## config.mk

```make
export PLATFORM = sky130hd
export DESIGN_NAME = glc_top
export DESIGN_NICKNAME = d
export VERILOG_FILES = /design/src/logic/glc_pkg.sv /design/src/logic/glc_sol_if.sv /design/src/logic/glc_top.sv /design/src/logic/glc_edge_det.sv /design/src/logic/glc_apb.sv
export SDC_FILE = /design/constraint.sdc
export NUM_CORES = 1
export LEC_CHECK = 0
export BUFFER_PORTS_ARGS = -buffer_cell sky130_fd_sc_hd__buf_2
export CORE_MARGIN = 4
export CORE_UTILIZATION = 60
export CTS_BUF_LIST = sky130_fd_sc_hd__clkbuf_8
export DETAILED_ROUTE_END_ITERATION = 10
export HOLD_SLACK_MARGIN = 0.12
export PLACE_DENSITY_LB_ADDON = 0.12
export SLEW_MARGIN = 30
export SYNTH_ARGS = -nofsm -noshare
export SYNTH_HDL_FRONTEND = slang
export SYNTH_HIERARCHICAL = 1
export SYNTH_SLANG_ARGS = --single-unit
export TNS_END_PERCENT = 100
```

## constraint.sdc

```tcl
create_clock -name sys_clk -period 9.9 [get_ports sys_clk]
set_clock_uncertainty 0.2 [all_clocks]
set_input_delay 0.495 -clock sys_clk [delete_from_list [all_inputs] [get_ports sys_clk]]
set_output_delay 0.495 -clock sys_clk [all_outputs]
set_load 0.02 [all_outputs]
```

## src/logic/glc_pkg.sv

```systemverilog
`default_nettype none
package glc_pkg;

  ////////////////////////////////////////////////////////////////////
  // clock and time base
  localparam int unsigned CLK_PERIOD_NS = 5;
  localparam int unsigned TICK_TIME_NS  = 1000000;
  localparam int unsigned MS_CYCLES     = TICK_TIME_NS / CLK_PERIOD_NS;
  localparam int unsigned DIV_W         = 18;

  // all windows count whole millisecond ticks
  localparam int unsigned WIN_W          = 10;
  localparam logic [9:0]  PROC_TIME_MS   = 10'h064;
  localparam logic [9:0]  TOGGLE_WIN_MS  = 10'h014;
  localparam logic [9:0]  FORCE_MIN_MS   = 10'h028;
  localparam logic [9:0]  FORCE_MAX_MS   = 10'h1f4;

  ////////////////////////////////////////////////////////////////////
  // register map (byte addresses)
  localparam int unsigned AW          = 8;
  localparam logic [7:0]  ADDR_CTRL   = 8'h00;
  localparam logic [7:0]  ADDR_CMD    = 8'h04;
  localparam logic [7:0]  ADDR_STATUS = 8'h08;

  // ctrl fields
  localparam int unsigned CTRL_DIR_BIT  = 0;
  localparam int unsigned CTRL_MODE_LSB = 1;
  localparam logic [2:0]  CTRL_RESET    = 3'h0;
  // cmd fields
  localparam int unsigned CMD_ARM_BIT   = 0;
  // status fields
  localparam int unsigned ST_MODE_LSB   = 0;
  localparam int unsigned ST_LOCK_BIT   = 2;
  localparam int unsigned ST_FAULT_BIT  = 3;
  localparam int unsigned ST_OUT1_BIT   = 4;
  localparam int unsigned ST_OUT2_BIT   = 5;
  localparam int unsigned ST_LINK_BIT   = 6;
  localparam int unsigned ST_ACT_BIT    = 7;
  localparam int unsigned ST_BUSY_BIT   = 8;
  localparam int unsigned ST_ERR_LSB    = 12;

  ////////////////////////////////////////////////////////////////////
  // error codes
  localparam logic [3:0] ERR_NONE   = 4'h0;
  localparam logic [3:0] ERR_AUX    = 4'h1;
  localparam logic [3:0] ERR_ESCAPE = 4'h2;

  typedef enum logic [1:0] {
    GLC_MODE_NONE    = 2'b00,
    GLC_MODE_PASSIVE = 2'b01,
    GLC_MODE_ACTIVE  = 2'b10
  } glc_mode_e;

  typedef enum logic [1:0] {
    GLC_DET_IDLE  = 2'b00,
    GLC_DET_FIRST = 2'b01,
    GLC_DET_HOLD  = 2'b10
  } glc_det_e;

endpackage
`default_nettype wire

```

## src/logic/glc_sol_if.sv

```systemverilog
`timescale 1ns/10ps
`default_nettype none
interface glc_sol_if;
  logic ms_tick;
  logic dir_forced;
  logic sol1;
  logic sol2;
  logic req_lock;
  logic req_unlock;
  logic req_toggle;

  modport ctl (
    output ms_tick, dir_forced, sol1, sol2,
    input  req_lock, req_unlock, req_toggle
  );
  modport det (
    input  ms_tick, dir_forced, sol1, sol2,
    output req_lock, req_unlock, req_toggle
  );
endinterface
`default_nettype wire

```

## src/logic/glc_top.sv

```systemverilog
// Our own choices: the APB slave port and the register offsets.
`timescale 1ns/10ps
`default_nettype none
module glc_top #(
  parameter int unsigned MS_CYCLES = glc_pkg::MS_CYCLES
) (
  // clock and reset (reset stands for power-up)
  input  wire logic                  sys_clk,
  input  wire logic                  rst,
  // apb register port
  input  wire logic                  psel,
  input  wire logic                  penable,
  input  wire logic                  pwrite,
  input  wire logic [glc_pkg::AW-1:0] paddr,
  input  wire logic [31:0]           pwdata,
  output logic      [31:0]           prdata,
  output logic                       pready,
  output logic                       pslverr,
  // safety controller pins
  input  wire logic                  solenoid_req_ch1,
  input  wire logic                  solenoid_req_ch2,
  input  wire logic                  safety_in_ch1,
  input  wire logic                  safety_in_ch2,
  output logic                       safe_out_ch1,
  output logic                       safe_out_ch2,
  // diagnostics link pins
  input  wire logic                  diag_in,
  output logic                       diag_out,
  // mechanism sensing and solenoid drive
  input  wire logic                  actuator_present,
  input  wire logic                  lock_pin_locked,
  input  wire logic                  aux_release,
  input  wire logic                  escape_release,
  output logic                       lock_drive,
  output logic      [3:0]            error_code
);
  import glc_pkg::*;

  glc_sol_if sol ();

  //////////////////////////////////////////////////////////////////////
  // two-flop synchronisers for every pin input
  localparam int unsigned NSYNC = 9;
  logic [NSYNC-1:0] pin_raw, sync1_reg, sync2_reg;

  assign pin_raw = {solenoid_req_ch1, solenoid_req_ch2, safety_in_ch1,
                    safety_in_ch2, diag_in, actuator_present,
                    lock_pin_locked, aux_release, escape_release};

  genvar gi;
  generate
    for (gi = 0; gi < NSYNC; gi++) begin : g_sync
      always_ff @(posedge sys_clk) begin
        if (rst) begin
          sync1_reg[gi] <= 1'b0;
          sync2_reg[gi] <= 1'b0;
        end else begin
          sync1_reg[gi] <= pin_raw[gi];
          sync2_reg[gi] <= sync1_reg[gi];
        end
      end
    end
  endgenerate

  logic sol1_s, sol2_s, in1_s, in2_s, link_s, act_s, pin_s, aux_s, esc_s;
  assign {sol1_s, sol2_s, in1_s, in2_s, link_s, act_s, pin_s, aux_s,
          esc_s} = sync2_reg;

  //////////////////////////////////////////////////////////////////////
  // millisecond enable
  logic [DIV_W-1:0] div_reg, div_next;
  logic             tick;

  assign tick = (div_reg == DIV_W'(MS_CYCLES - 1));

  always_comb begin
    div_next = tick ? '0 : div_reg + 1'b1;
  end

  always_ff @(posedge sys_clk) begin
    if (rst) begin
      div_reg <= '0;
    end else begin
      div_reg <= div_next;
    end
  end

  //////////////////////////////////////////////////////////////////////
  // register slave and solenoid edge classifier
  logic        dir_forced, cmd_pending, cmd_consume;
  logic [1:0]  mode_req;
  logic [31:0] status;

  glc_apb u_apb (
    .sys_clk     (sys_clk),
    .rst         (rst),
    .psel        (psel),
    .penable     (penable),
    .pwrite      (pwrite),
    .paddr       (paddr),
    .pwdata      (pwdata),
    .prdata      (prdata),
    .pready      (pready),
    .pslverr     (pslverr),
    .dir_forced  (dir_forced),
    .mode_req    (mode_req),
    .cmd_pending (cmd_pending),
    .cmd_consume (cmd_consume),
    .status      (status)
  );

  assign sol.ms_tick    = tick;
  assign sol.dir_forced = dir_forced;
  assign sol.sol1       = sol1_s;
  assign sol.sol2       = sol2_s;

  glc_edge_det u_det (
    .sys_clk (sys_clk),
    .rst     (rst),
    .sol     (sol.det)
  );

  //////////////////////////////////////////////////////////////////////
  // operating mode
  glc_mode_e mode_reg, mode_next;

  always_comb begin
    mode_next = mode_reg;
    case (mode_reg)
      GLC_MODE_NONE: begin
        // wait for a live fieldbus module first
        if (link_s && mode_req == GLC_MODE_PASSIVE) begin
          mode_next = GLC_MODE_PASSIVE;
        end else if (link_s && mode_req == GLC_MODE_ACTIVE) begin
          mode_next = GLC_MODE_ACTIVE;
        end
      end
      GLC_MODE_PASSIVE, GLC_MODE_ACTIVE: begin
        if (!link_s || mode_req == GLC_MODE_NONE) begin
          mode_next = GLC_MODE_NONE;
        end else if (mode_req == GLC_MODE_PASSIVE ||
                     mode_req == GLC_MODE_ACTIVE) begin
          mode_next = glc_mode_e'(mode_req);
        end
      end
      default: mode_next = GLC_MODE_NONE;
    endcase
  end

  //////////////////////////////////////////////////////////////////////
  // request acceptance, processing delay, lock state, fault
  logic       any_req, accept, done;
  logic       busy_reg, busy_next, tgt_reg, tgt_next;
  logic       lock_reg, lock_next, fault_reg, fault_next;
  logic       esc_reg, esc_next;
  logic [9:0] proc_reg, proc_next;
  logic [3:0] err_reg, err_next;

  assign any_req = sol.req_lock | sol.req_unlock | sol.req_toggle;
  // link command alone never moves the lock
  assign accept  = any_req && !busy_reg && !fault_reg &&
                   (mode_reg != GLC_MODE_ACTIVE ||
                    (cmd_pending && sol1_s && sol2_s));
  assign cmd_consume = accept && mode_reg == GLC_MODE_ACTIVE;
  assign done    = busy_reg && tick && proc_reg == PROC_TIME_MS - 1'b1;

  always_comb begin
    busy_next  = busy_reg;
    tgt_next   = tgt_reg;
    proc_next  = proc_reg;
    lock_next  = lock_reg;
    fault_next = fault_reg;
    esc_next   = esc_reg | esc_s;
    err_next   = err_reg;
    if (accept) begin
      busy_next = 1'b1;
      proc_next = '0;
      tgt_next  = sol.req_toggle ? ~lock_reg : sol.req_lock;
    end else if (busy_reg && tick) begin
      proc_next = proc_reg + 1'b1;
    end
    if (done) begin
      busy_next = 1'b0;
      // activation refused while no actuator is engaged
      lock_next = tgt_reg & act_s;
    end
    // sticky until power-up; an unrestored release re-asserts it
    if (aux_s || esc_s) begin
      fault_next = 1'b1;
      lock_next  = 1'b0;
      busy_next  = 1'b0;
      if (err_reg == ERR_NONE) begin
        err_next = esc_s ? ERR_ESCAPE : ERR_AUX;
      end
    end
  end

  //////////////////////////////////////////////////////////////////////
  // safety outputs and diagnostics link
  logic       out_next, out_reg;
  logic [7:0] shift_reg, shift_next;
  logic [2:0] bit_reg, bit_next;
  logic       dout_reg, dout_next;
  logic [7:0] diag_word;

  always_comb begin
    out_next = act_s && pin_s && lock_reg && in1_s && in2_s;
    if (fault_reg || esc_reg) begin
      out_next = 1'b0;
    end
  end

  assign diag_word = {act_s, esc_reg, fault_reg, lock_reg, out_reg,
                      busy_reg, mode_reg};

  always_comb begin
    shift_next = shift_reg;
    bit_next   = bit_reg;
    dout_next  = dout_reg;
    if (mode_reg == GLC_MODE_NONE) begin
      // plain signal output: actuator status only
      dout_next = act_s;
      bit_next  = '0;
    end else if (tick) begin
      // serial status frame, one bit per millisecond
      if (bit_reg == 3'h0) begin
        shift_next = diag_word;
      end else begin
        shift_next = {shift_reg[6:0], 1'b0};
      end
      dout_next = (bit_reg == 3'h0) ? diag_word[7] : shift_reg[6];
      bit_next  = bit_reg + 1'b1;
    end
  end

  //////////////////////////////////////////////////////////////////////
  always_ff @(posedge sys_clk) begin
    if (rst) begin
      mode_reg  <= GLC_MODE_NONE;
      busy_reg  <= 1'b0;
      tgt_reg   <= 1'b0;
      proc_reg  <= '0;
      lock_reg  <= 1'b0;
      fault_reg <= 1'b0;
      esc_reg   <= 1'b0;
      err_reg   <= ERR_NONE;
      out_reg   <= 1'b0;
      shift_reg <= '0;
      bit_reg   <= '0;
      dout_reg  <= 1'b0;
    end else begin
      mode_reg  <= mode_next;
      busy_reg  <= busy_next;
      tgt_reg   <= tgt_next;
      proc_reg  <= proc_next;
      lock_reg  <= lock_next;
      fault_reg <= fault_next;
      esc_reg   <= esc_next;
      err_reg   <= err_next;
      out_reg   <= out_next;
      shift_reg <= shift_next;
      bit_reg   <= bit_next;
      dout_reg  <= dout_next;
    end
  end

  assign safe_out_ch1 = out_reg;
  assign safe_out_ch2 = out_reg;
  assign lock_drive   = lock_reg;
  assign error_code   = err_reg;
  assign diag_out     = dout_reg;

  always_comb begin
    status = '0;
    status[ST_MODE_LSB +: 2] = mode_reg;
    status[ST_LOCK_BIT]      = lock_reg;
    status[ST_FAULT_BIT]     = fault_reg;
    status[ST_OUT1_BIT]      = out_reg;
    status[ST_OUT2_BIT]      = out_reg;
    status[ST_LINK_BIT]      = link_s;
    status[ST_ACT_BIT]       = act_s;
    status[ST_BUSY_BIT]      = busy_reg;
    status[ST_ERR_LSB +: 4]  = err_reg;
  end
endmodule
`default_nettype wire

```

## src/logic/glc_edge_det.sv

```systemverilog
`timescale 1ns/10ps
`default_nettype none
module glc_edge_det (
  // clock and reset
  input  wire logic sys_clk,
  input  wire logic rst,
  // solenoid channels and requests
  glc_sol_if.det    sol
);
  import glc_pkg::*;

  glc_det_e          state_reg, state_next;
  logic              first1_reg, first1_next;
  logic [WIN_W-1:0]  cnt_reg, cnt_next;
  logic              s1_d_reg, s2_d_reg;
  logic              lock_next, unlock_next, toggle_next;
  logic              lock_reg, unlock_reg, toggle_reg;
  logic              rise1, rise2;

  assign rise1 = sol.sol1 & ~s1_d_reg;
  assign rise2 = sol.sol2 & ~s2_d_reg;

  //////////////////////////////////////////////////////////////////////
  always_comb begin
    state_next  = state_reg;
    first1_next = first1_reg;
    cnt_next    = cnt_reg;
    lock_next   = 1'b0;
    unlock_next = 1'b0;
    toggle_next = 1'b0;
    case (state_reg)
      GLC_DET_IDLE: begin
        cnt_next = '0;
        // both low keeps everything still
        if (rise1 && rise2) begin
          toggle_next = ~sol.dir_forced;
          state_next  = GLC_DET_HOLD;
        end else if (rise1 || rise2) begin
          first1_next = rise1;
          state_next  = GLC_DET_FIRST;
        end
      end
      GLC_DET_FIRST: begin
        if (sol.ms_tick && cnt_reg != {WIN_W{1'b1}}) begin
          cnt_next = cnt_reg + 1'b1;
        end
        if ((first1_reg && rise2) || (!first1_reg && rise1)) begin
          state_next = GLC_DET_HOLD;
          if (!sol.dir_forced) begin
            toggle_next = (cnt_reg < TOGGLE_WIN_MS);
          end else if (cnt_reg >= FORCE_MIN_MS &&
                       cnt_reg <= FORCE_MAX_MS) begin
            lock_next   = first1_reg;
            unlock_next = ~first1_reg;
          end
        end else if (!sol.sol1 && !sol.sol2) begin
          state_next = GLC_DET_IDLE;
        end else if (cnt_reg > FORCE_MAX_MS) begin
          state_next = GLC_DET_HOLD;
        end
      end
      GLC_DET_HOLD: begin
        // a new request needs both channels low first
        if (!sol.sol1 && !sol.sol2) begin
          state_next = GLC_DET_IDLE;
        end
      end
      default: state_next = GLC_DET_IDLE;
    endcase
  end

  always_ff @(posedge sys_clk) begin
    if (rst) begin
      state_reg  <= GLC_DET_IDLE;
      first1_reg <= 1'b0;
      cnt_reg    <= '0;
      s1_d_reg   <= 1'b0;
      s2_d_reg   <= 1'b0;
      lock_reg   <= 1'b0;
      unlock_reg <= 1'b0;
      toggle_reg <= 1'b0;
    end else begin
      state_reg  <= state_next;
      first1_reg <= first1_next;
      cnt_reg    <= cnt_next;
      s1_d_reg   <= sol.sol1;
      s2_d_reg   <= sol.sol2;
      lock_reg   <= lock_next;
      unlock_reg <= unlock_next;
      toggle_reg <= toggle_next;
    end
  end

  assign sol.req_lock   = lock_reg;
  assign sol.req_unlock = unlock_reg;
  assign sol.req_toggle = toggle_reg;

endmodule
`default_nettype wire

```

## src/logic/glc_apb.sv

```systemverilog
`timescale 1ns/10ps
`default_nettype none
module glc_apb (
  // clock and reset
  input  wire logic                  sys_clk,
  input  wire logic                  rst,
  // apb slave
  input  wire logic                  psel,
  input  wire logic                  penable,
  input  wire logic                  pwrite,
  input  wire logic [glc_pkg::AW-1:0] paddr,
  input  wire logic [31:0]           pwdata,
  output logic      [31:0]           prdata,
  output logic                       pready,
  output logic                       pslverr,
  // block side
  output logic                       dir_forced,
  output logic      [1:0]            mode_req,
  output logic                       cmd_pending,
  input  wire logic                  cmd_consume,
  input  wire logic [31:0]           status
);
  import glc_pkg::*;

  function automatic logic [2:0] addr_dec(input logic [AW-1:0] a);
    addr_dec = 3'h0;
    if (a == ADDR_CTRL)   addr_dec = 3'h1;
    if (a == ADDR_CMD)    addr_dec = 3'h2;
    if (a == ADDR_STATUS) addr_dec = 3'h4;
  endfunction

  logic [2:0]  ctrl_reg, ctrl_next;
  logic        pend_reg, pend_next;
  logic [31:0] rdata_reg, rdata_next;
  logic        wr_acc;
  logic [2:0]  hit;

  assign hit    = addr_dec(paddr);
  assign wr_acc = psel & penable & pwrite;

  //////////////////////////////////////////////////////////////////////
  always_comb begin
    ctrl_next  = ctrl_reg;
    rdata_next = rdata_reg;
    if (wr_acc && hit[0]) begin
      ctrl_next = pwdata[2:0];
    end
    // set wins over consume in the same cycle
    pend_next = (pend_reg & ~cmd_consume) |
                (wr_acc & hit[1] & pwdata[CMD_ARM_BIT]);
    // read data captured in the setup cycle
    if (psel && !penable && !pwrite) begin
      rdata_next = '0;
      if (hit[0]) rdata_next = {29'h0, ctrl_reg};
      if (hit[1]) rdata_next = {31'h0, pend_reg};
      if (hit[2]) rdata_next = status;
    end
  end

  always_ff @(posedge sys_clk) begin
    if (rst) begin
      ctrl_reg  <= CTRL_RESET;
      pend_reg  <= 1'b0;
      rdata_reg <= 32'h0;
    end else begin
      ctrl_reg  <= ctrl_next;
      pend_reg  <= pend_next;
      rdata_reg <= rdata_next;
    end
  end

  assign prdata      = rdata_reg;
  assign pready      = 1'b1;
  assign pslverr     = psel & penable & (hit == 3'h0);
  assign dir_forced  = ctrl_reg[CTRL_DIR_BIT];
  assign mode_req    = ctrl_reg[CTRL_MODE_LSB +: 2];
  assign cmd_pending = pend_reg;

endmodule
`default_nettype wire

```

==> results.yml, run 1 <==
clocking:
  cts_root_buf: "clkbuf_8"
  cts.htree.levels: 4
  clock-sinks: 121
  cts-resized-gates: 0
  path_clk_slew_ns: 0.07
  cts_setup_buffers: 0
  numCtsBuffers: 17
  clk_latency_ns: 0.41
  cts_tree: "yes"
  clockBufferDepth: 2
floorplanning:
  start_util: 0.6217
  die_y_um: 106.1
  rows: 35
  coreArea_sq_mm: 0.009284
  num_io_pins: 96
  die-area_sq_mm: 0.01125
  die_x_um: 106.1
timing:
  worstMarginPinSlew_ns: 0.9301
  hold_ws_ns: 0.1432
  fmax_mhz: 278.8
  rsz0062_at_grt: "false"
  drv_slew: 0
  min_period_ns: 3.587
  finalHoldViolCount: 0
  slew_headroom: 0.3799
  finalSetupViolations: 0
  fin_setup_tns_ns: 0
  fin_crit_sh: 0.3623
  layout_setup_ws_ns: 6.313
synth:
  synthCells: 685
  ys_ff_latch: 121
  synth.distinct_cells: 66
  synth_area_sq_mm: 0.005772
  synth_ff_type: "dfxtp_1"
  syn_avg_cell_area_sq_um: 8.426
  async_flop_share: 0
  yosysWarnings: 6
  synth_edf_count: 0
  ys_seq_area_frac: 0.4197
critical_path:
  critPathLaunch: "div_reg[0]$_SDFF_PP0_"
  cp-end-kind: "register"
  reg2reg_slack_ns: 6.31
  start_kind: "register"
  reg2reg_to: "u_det/cnt_reg[8]$_SDFFE_PP0P_"
  required_ns: 10.03
  r2r_cells: 8
  critical_path_class: "reg2reg"
  path_max_fanout: 29
  cp.arrival_ns: 3.72
  regToRegStartpoint: "div_reg[0]$_SDFF_PP0_"
grt:
  antenna_found_initial: 0
  grt_pass1_wl_um: 22390
  grt_pass1_vias: 4838
  track_usage: 0.2369
  overflow: 0
  grt_max_degree: 94
layout:
  layout_common_cells: "dfxtp_1, nand2_1, buf_2, a21oi_1"
  layout.cells.non_filler: 893
  largest_reg_flops: 32
  layout_commonest_cell: "dfxtp_1"
  num-fill-cells: 779
  syn2layout_area_growth_pct: 14.44
  drive_gt1_frac: 0.1505
  fin_nets: 819
  num_antenna_cells: 0
power:
  p_per_area_mw_per_mm2: 148.6
  power.share.switching: 0.2475
  p_sw_w: 0.0002429
  clkPwrFrac: 0.431
  p_seq_frac: 0.510
  intPower_w: 0.0007384
  irDropWorstVdd_mv: 0.1174
  p_leak_nw: 2.443
  power_frac_comb: 0.059
job:
  drv_cap: 0
placed_design:
  port_buffers: 63
  pre_cts_slack_ns: 6.354
  dp_hpwl_um: 8705
  gp_congestion: 0.8616
  dp_cells: 852
detailed_routing:
  drtIter0Drc: 278
  ant_nets: 0
  via_count: 5174
  route.detailed.drc: 0
  dr.pass1.iters: 5
  detail_route.vias_per_cell: 5.794
  wl_per_cell_um: 14.44
  finalWirelength_um: 12890
min_path:
  whs_path_depth: 3
  min_to: "u_apb/ctrl_reg[2]$_SDFFE_PP0P_"
  min-delay-start: "pwdata[2]"
  hp-class: "in2reg"
outcome:
  status: "finished clean"
[worst max-delay path, cell delays in order (launching register included)]
cell and delay (ns):
dfxtp_1 0.38, ha_1 0.20, nand3_1 0.32, or4_4 0.79, nor2_2 0.57, and4_1 0.29, o21ai_1 0.11, or4_1 0.48
a21oi_1 0.14
[timing repair]
action / 4_1_cts / 5_1_grt
hold buffers: 9 / 0
hold endpoints to repair: 9 / 0
setup endpoints to repair: 0 / 0
[per-layer routing]
layer	global-route usage	wire length (um)	vias up
met1	0.3101	5640	2423
li1	-	-	2577
met5	0	0	-
met2	0.4007	6452	160
met4	0.06846	141	0
met3	0.04311	658	14
[logic make-up (layout without fill, tap and decap cells)]
| kind of cell | count (synthesis) | count (layout) | share of synthesized area |
|---|---|---|---|
| multiplexers | 12 | 12 | 0.02124 |
| other | 2 | 24 | 0.001301 |
| XOR/XNOR | 15 | 15 | 0.02276 |
| flip-flops | 121 | 121 | 0.4197 |
| buffers and inverters | 78 | 135 | 0.05788 |
| AO/OA/AOI/OAI | 138 | 138 | 0.1559 |
| adder cells (fa/ha/maj) | 14 | 14 | 0.03035 |
| AND/OR/NAND/NOR | 305 | 305 | 0.2909 |
[worst max path at each step]
stage,end,slack (ns)
floorplan,u_det/cnt_reg[8]$_SDFFE_PP0P_,6.78
global placement,u_det/cnt_reg[8]$_SDFFE_PP0P_,6.43
detailed placement,u_det/cnt_reg[8]$_SDFFE_PP0P_,6.35
CTS,u_det/cnt_reg[8]$_SDFFE_PP0P_,6.33
global route,u_det/cnt_reg[8]$_SDFFE_PP0P_,6.09
finish,u_det/cnt_reg[8]$_SDFFE_PP0P_,6.31
[power by group through the flow]
| stage | logic [W] | clock network [W] | registers [W] |
|---|---|---|---|
| 2_1_floorplan | 0.0000408 | 0 | 0.000510 |
| 3_3_place_gp | 0.0000533 | 0 | 0.000511 |
| 3_5_place_dp | 0.0000549 | 0 | 0.000511 |
| 4_1_cts | 0.0000578 | 0.000432 | 0.000500 |
| 5_1_grt | 0.0000663 | 0.000456 | 0.000501 |
| 6_report | 0.0000583 | 0.000423 | 0.000500 |
[stage by stage]
| stage | cell area [sq um] | utilization | total power [W] |
|---|---|---|---|
| after floorplan | 5854 | - | 0.0005504 |
| after global placement | 6128 | 0.6601 | 0.0005643 |
| after detailed placement | 6128 | 0.6601 | 0.0005662 |
| after CTS | 6605 | 0.7115 | 0.0009902 |
| after global routing | 6605 | 0.7115 | 0.001024 |
| final | 6605 | 0.7115 | 0.0009813 |
[synth_stat cells, types with 3 or more instances]
library cell / number / share of area
nor2b_1: 27 / 0.029
a311oi_1: 7 / 0.011
mux2i_1: 10 / 0.017
clkbuf_2: 3 / 0.0026
and3_1: 8 / 0.0087
a211oi_1: 3 / 0.0039
a21oi_1: 58 / 0.050
o31ai_1: 13 / 0.017
ha_1: 14 / 0.030
dfxtp_1: 121 / 0.42
nor3b_1: 3 / 0.0039
or3_1: 6 / 0.0065
clkbuf_1: 33 / 0.021
o21ai_0: 12 / 0.010
buf_4: 6 / 0.0078
nand3_1: 16 / 0.014
o21a_1: 3 / 0.0039
o21ai_1: 5 / 0.0043
a41oi_1: 4 / 0.0061
o211ai_1: 3 / 0.0039
buf_2: 6 / 0.0052
or4_1: 44 / 0.057
nand2b_1: 11 / 0.012
nand4_1: 16 / 0.017
nor3_1: 13 / 0.011
nand2_1: 88 / 0.057
a31oi_1: 10 / 0.011
nor2_1: 44 / 0.029
xnor2_1: 14 / 0.021
nor4_1: 10 / 0.011
inv_1: 27 / 0.018
[cell type report]
type                            count  area [sq um]  share of cell area
Inverter                           27         101.3             0.01534
Timing Repair Buffer               76         435.4             0.06592
Tap cell                          129         161.4             0.02444
Clock buffer                       17         234.0             0.03542
Clock inverter                     15         152.6             0.02311
Sequential cell                   121          2422              0.3667
Multi-Input combinational cell    508          3098              0.4690
(Power assumes the default switching activity.)
==> inputs of run 2 (changes only) <==
Settings changed: CORE_UTILIZATION 60 to 59.
Clock period 9.9 ns to 3.4 ns, I/O delays scaled along.
==> run 2 against run 1 <==
Final area is 4.2% higher. Combinational power rose to 3.2 times the previous value. Via count increased by 2.0%. Global-route usage rose by 0.93 points. Critical path type unchanged.
==> results.yml, run 2 (synthesis gave the netlist of run 1 again) <==
clocking:
  cts-resized-gates: 0
  cts_tree: "yes"
  clockBufferDepth: 2
  cts_setup_buffers: 0
  cts.htree.levels: 4
  clock-sinks: 121
  cts_root_buf: "clkbuf_8"
  numCtsBuffers: 17
  path_clk_slew_ns: 0.07
  clk_latency_ns: 0.43
timing:
  worstMarginPinSlew_ns: 0.9412
  finalSetupViolations: 0
  fin_crit_sh: 0.8912
  slew_headroom: 0.3712
  finalHoldViolCount: 0
  fmax_mhz: 330.0
  layout_setup_ws_ns: 0.3699
  rsz0062_at_grt: "false"
  drv_slew: 0
  fin_setup_tns_ns: 0
  min_period_ns: 3.030
detailed_routing:
  detail_route.vias_per_cell: 5.738
  dr.pass1.iters: 6
  via_count: 5279
  drtIter0Drc: 252
  finalWirelength_um: 13540
  ant_nets: 0
  route.detailed.drc: 0
  wl_per_cell_um: 14.71
layout:
  num_antenna_cells: 0
  syn2layout_area_growth_pct: 19.27
  final_core_util: 0.7346
  num-fill-cells: 735
  layout_common_cells: "dfxtp_1, nand2_1, buf_2, a21oi_1"
  layout_commonest_cell: "dfxtp_1"
  fin_area_sq_mm: 0.006884
  largest_reg_flops: 32
  fin_nets: 846
  drive_gt1_frac: 0.1517
power:
  p_sw_w: 0.0007056
  power.total_w: 0.002953
  p_leak_nw: 2.599
  intPower_w: 0.002247
  irDropWorstVdd_mv: 0.3698
  clkPwrFrac: 0.444
  p_seq_frac: 0.493
  power.share.switching: 0.2390
  power_frac_comb: 0.063
  p_per_area_mw_per_mm2: 428.9
grt:
  overflow: 0
  antenna_found_initial: 0
  grt_pass1_wl_um: 23280
  track_usage: 0.2462
  grt_pass1_vias: 5023
  grt_max_degree: 48
placed_design:
  gp_congestion: 0.8954
  pre_cts_slack_ns: 0.3928
  port_buffers: 63
  placed_cell_area_sq_mm: 0.006180
  dp_hpwl_um: 8815
floorplanning:
  die_y_um: 106.9
  start_util: 0.6159
  num_io_pins: 96
  rows: 35
  die_x_um: 106.9
  die-area_sq_mm: 0.01143
  coreArea_sq_mm: 0.009371
critical_path:
  path_max_fanout: 7
  reg2reg_to: "u_det/cnt_reg[8]$_SDFFE_PP0P_"
  reg2reg_slack_ns: 0.37
  cp-end-kind: "register"
  required_ns: 3.54
  r2r_cells: 7
  regToRegStartpoint: "div_reg[12]$_SDFF_PP0_"
  start_kind: "register"
  cp.arrival_ns: 3.17
  critical_path_class: "reg2reg"
job:
  drv_cap: 0
min_path:
  min-delay-start: "paddr[5]"
  min_to: "u_apb/prdata[12]$_SDFFE_PP0P_"
  hp-class: "in2reg"
  whs_path_depth: 4
outcome:
  status: "finished clean"
[run 2: cell types whose count changed in the layout (fill, tap and decap cells not counted)]
cell           delta
buf_4             +6
clkinvlp_4        -1
dlygate4sd3_1    +21
bufinv_16         +1
clkinv_4          -3
nor4_1            -1
inv_1             +2
nor4_2            +1
clkbuf_8          +1
[run 2: layout make-up]
type                            count  area [sq um]  area share
Multi-Input combinational cell    508          3104      0.4509
Inverter                           27         101.3     0.01472
Clock inverter                     14         156.4     0.02272
Clock buffer                       18         247.7     0.03599
Timing Repair Buffer              103         690.7      0.1003
Sequential cell                   121          2422      0.3519
Tap cell                          129         161.4     0.02345
[run 2: timing repair]
item / 4_1_cts / 5_1_grt
endpoints found under the setup margin: 0 / 0
endpoints found under the hold margin: 30 / 0
hold buffers: 30 / 0
[run 2: through the flow]
stage	hold slack, ns	std cells
after floorplan	0.04161	707
after global placement	0.1801	858
after detailed placement	0.1873	858
after CTS	0.1476	920
after global routing	0.1900	920
final	0.1828	920
[run 2: worst max-delay path, stage by stage (launching register included)]
cell     delay, ns
dfxtp_1       0.36
or4b_4        0.56
or4_4         0.51
nor2_2        0.32
and4_1        0.27
o21ai_1       0.11
or4_1         0.47
a21oi_1       0.15
[run 2: how the worst max path moves through the flow]
stage	start	endpoint	slack [ns]
floorplan	div_reg[12]$_SDFF_PP0_	u_det/cnt_reg[8]$_SDFFE_PP0P_	0.28
global placement	div_reg[12]$_SDFF_PP0_	u_det/cnt_reg[8]$_SDFFE_PP0P_	0.45
detailed placement	div_reg[12]$_SDFF_PP0_	u_det/cnt_reg[8]$_SDFFE_PP0P_	0.39
CTS	div_reg[12]$_SDFF_PP0_	u_det/cnt_reg[8]$_SDFFE_PP0P_	0.38
global route	div_reg[12]$_SDFF_PP0_	u_det/cnt_reg[8]$_SDFFE_PP0P_	0.28
finish	div_reg[12]$_SDFF_PP0_	u_det/cnt_reg[8]$_SDFFE_PP0P_	0.37
[run 2: layer usage]
metal / vias to the layer above / wire (um) / share of wire / global-route usage
met5: - / 0 / 0 / 0
met4: 0 / 165 / 0.012 / 0.07306
met3: 17 / 729 / 0.054 / 0.05960
met2: 152 / 6649 / 0.49 / 0.4123
met1: 2483 / 5993 / 0.44 / 0.3152
li1: 2627 / - / - / -
[run 2: power groups by stage]
stage / clock network [W] / registers [W] / logic (W)
after global routing: 0.00139 / 0.00146 / 0.000208
after detailed placement: 0 / 0.00149 / 0.000161
after global placement: 0 / 0.00149 / 0.000156
final: 0.00131 / 0.00146 / 0.000186
after CTS: 0.00133 / 0.00146 / 0.000181
after floorplan: 0 / 0.00148 / 0.000119
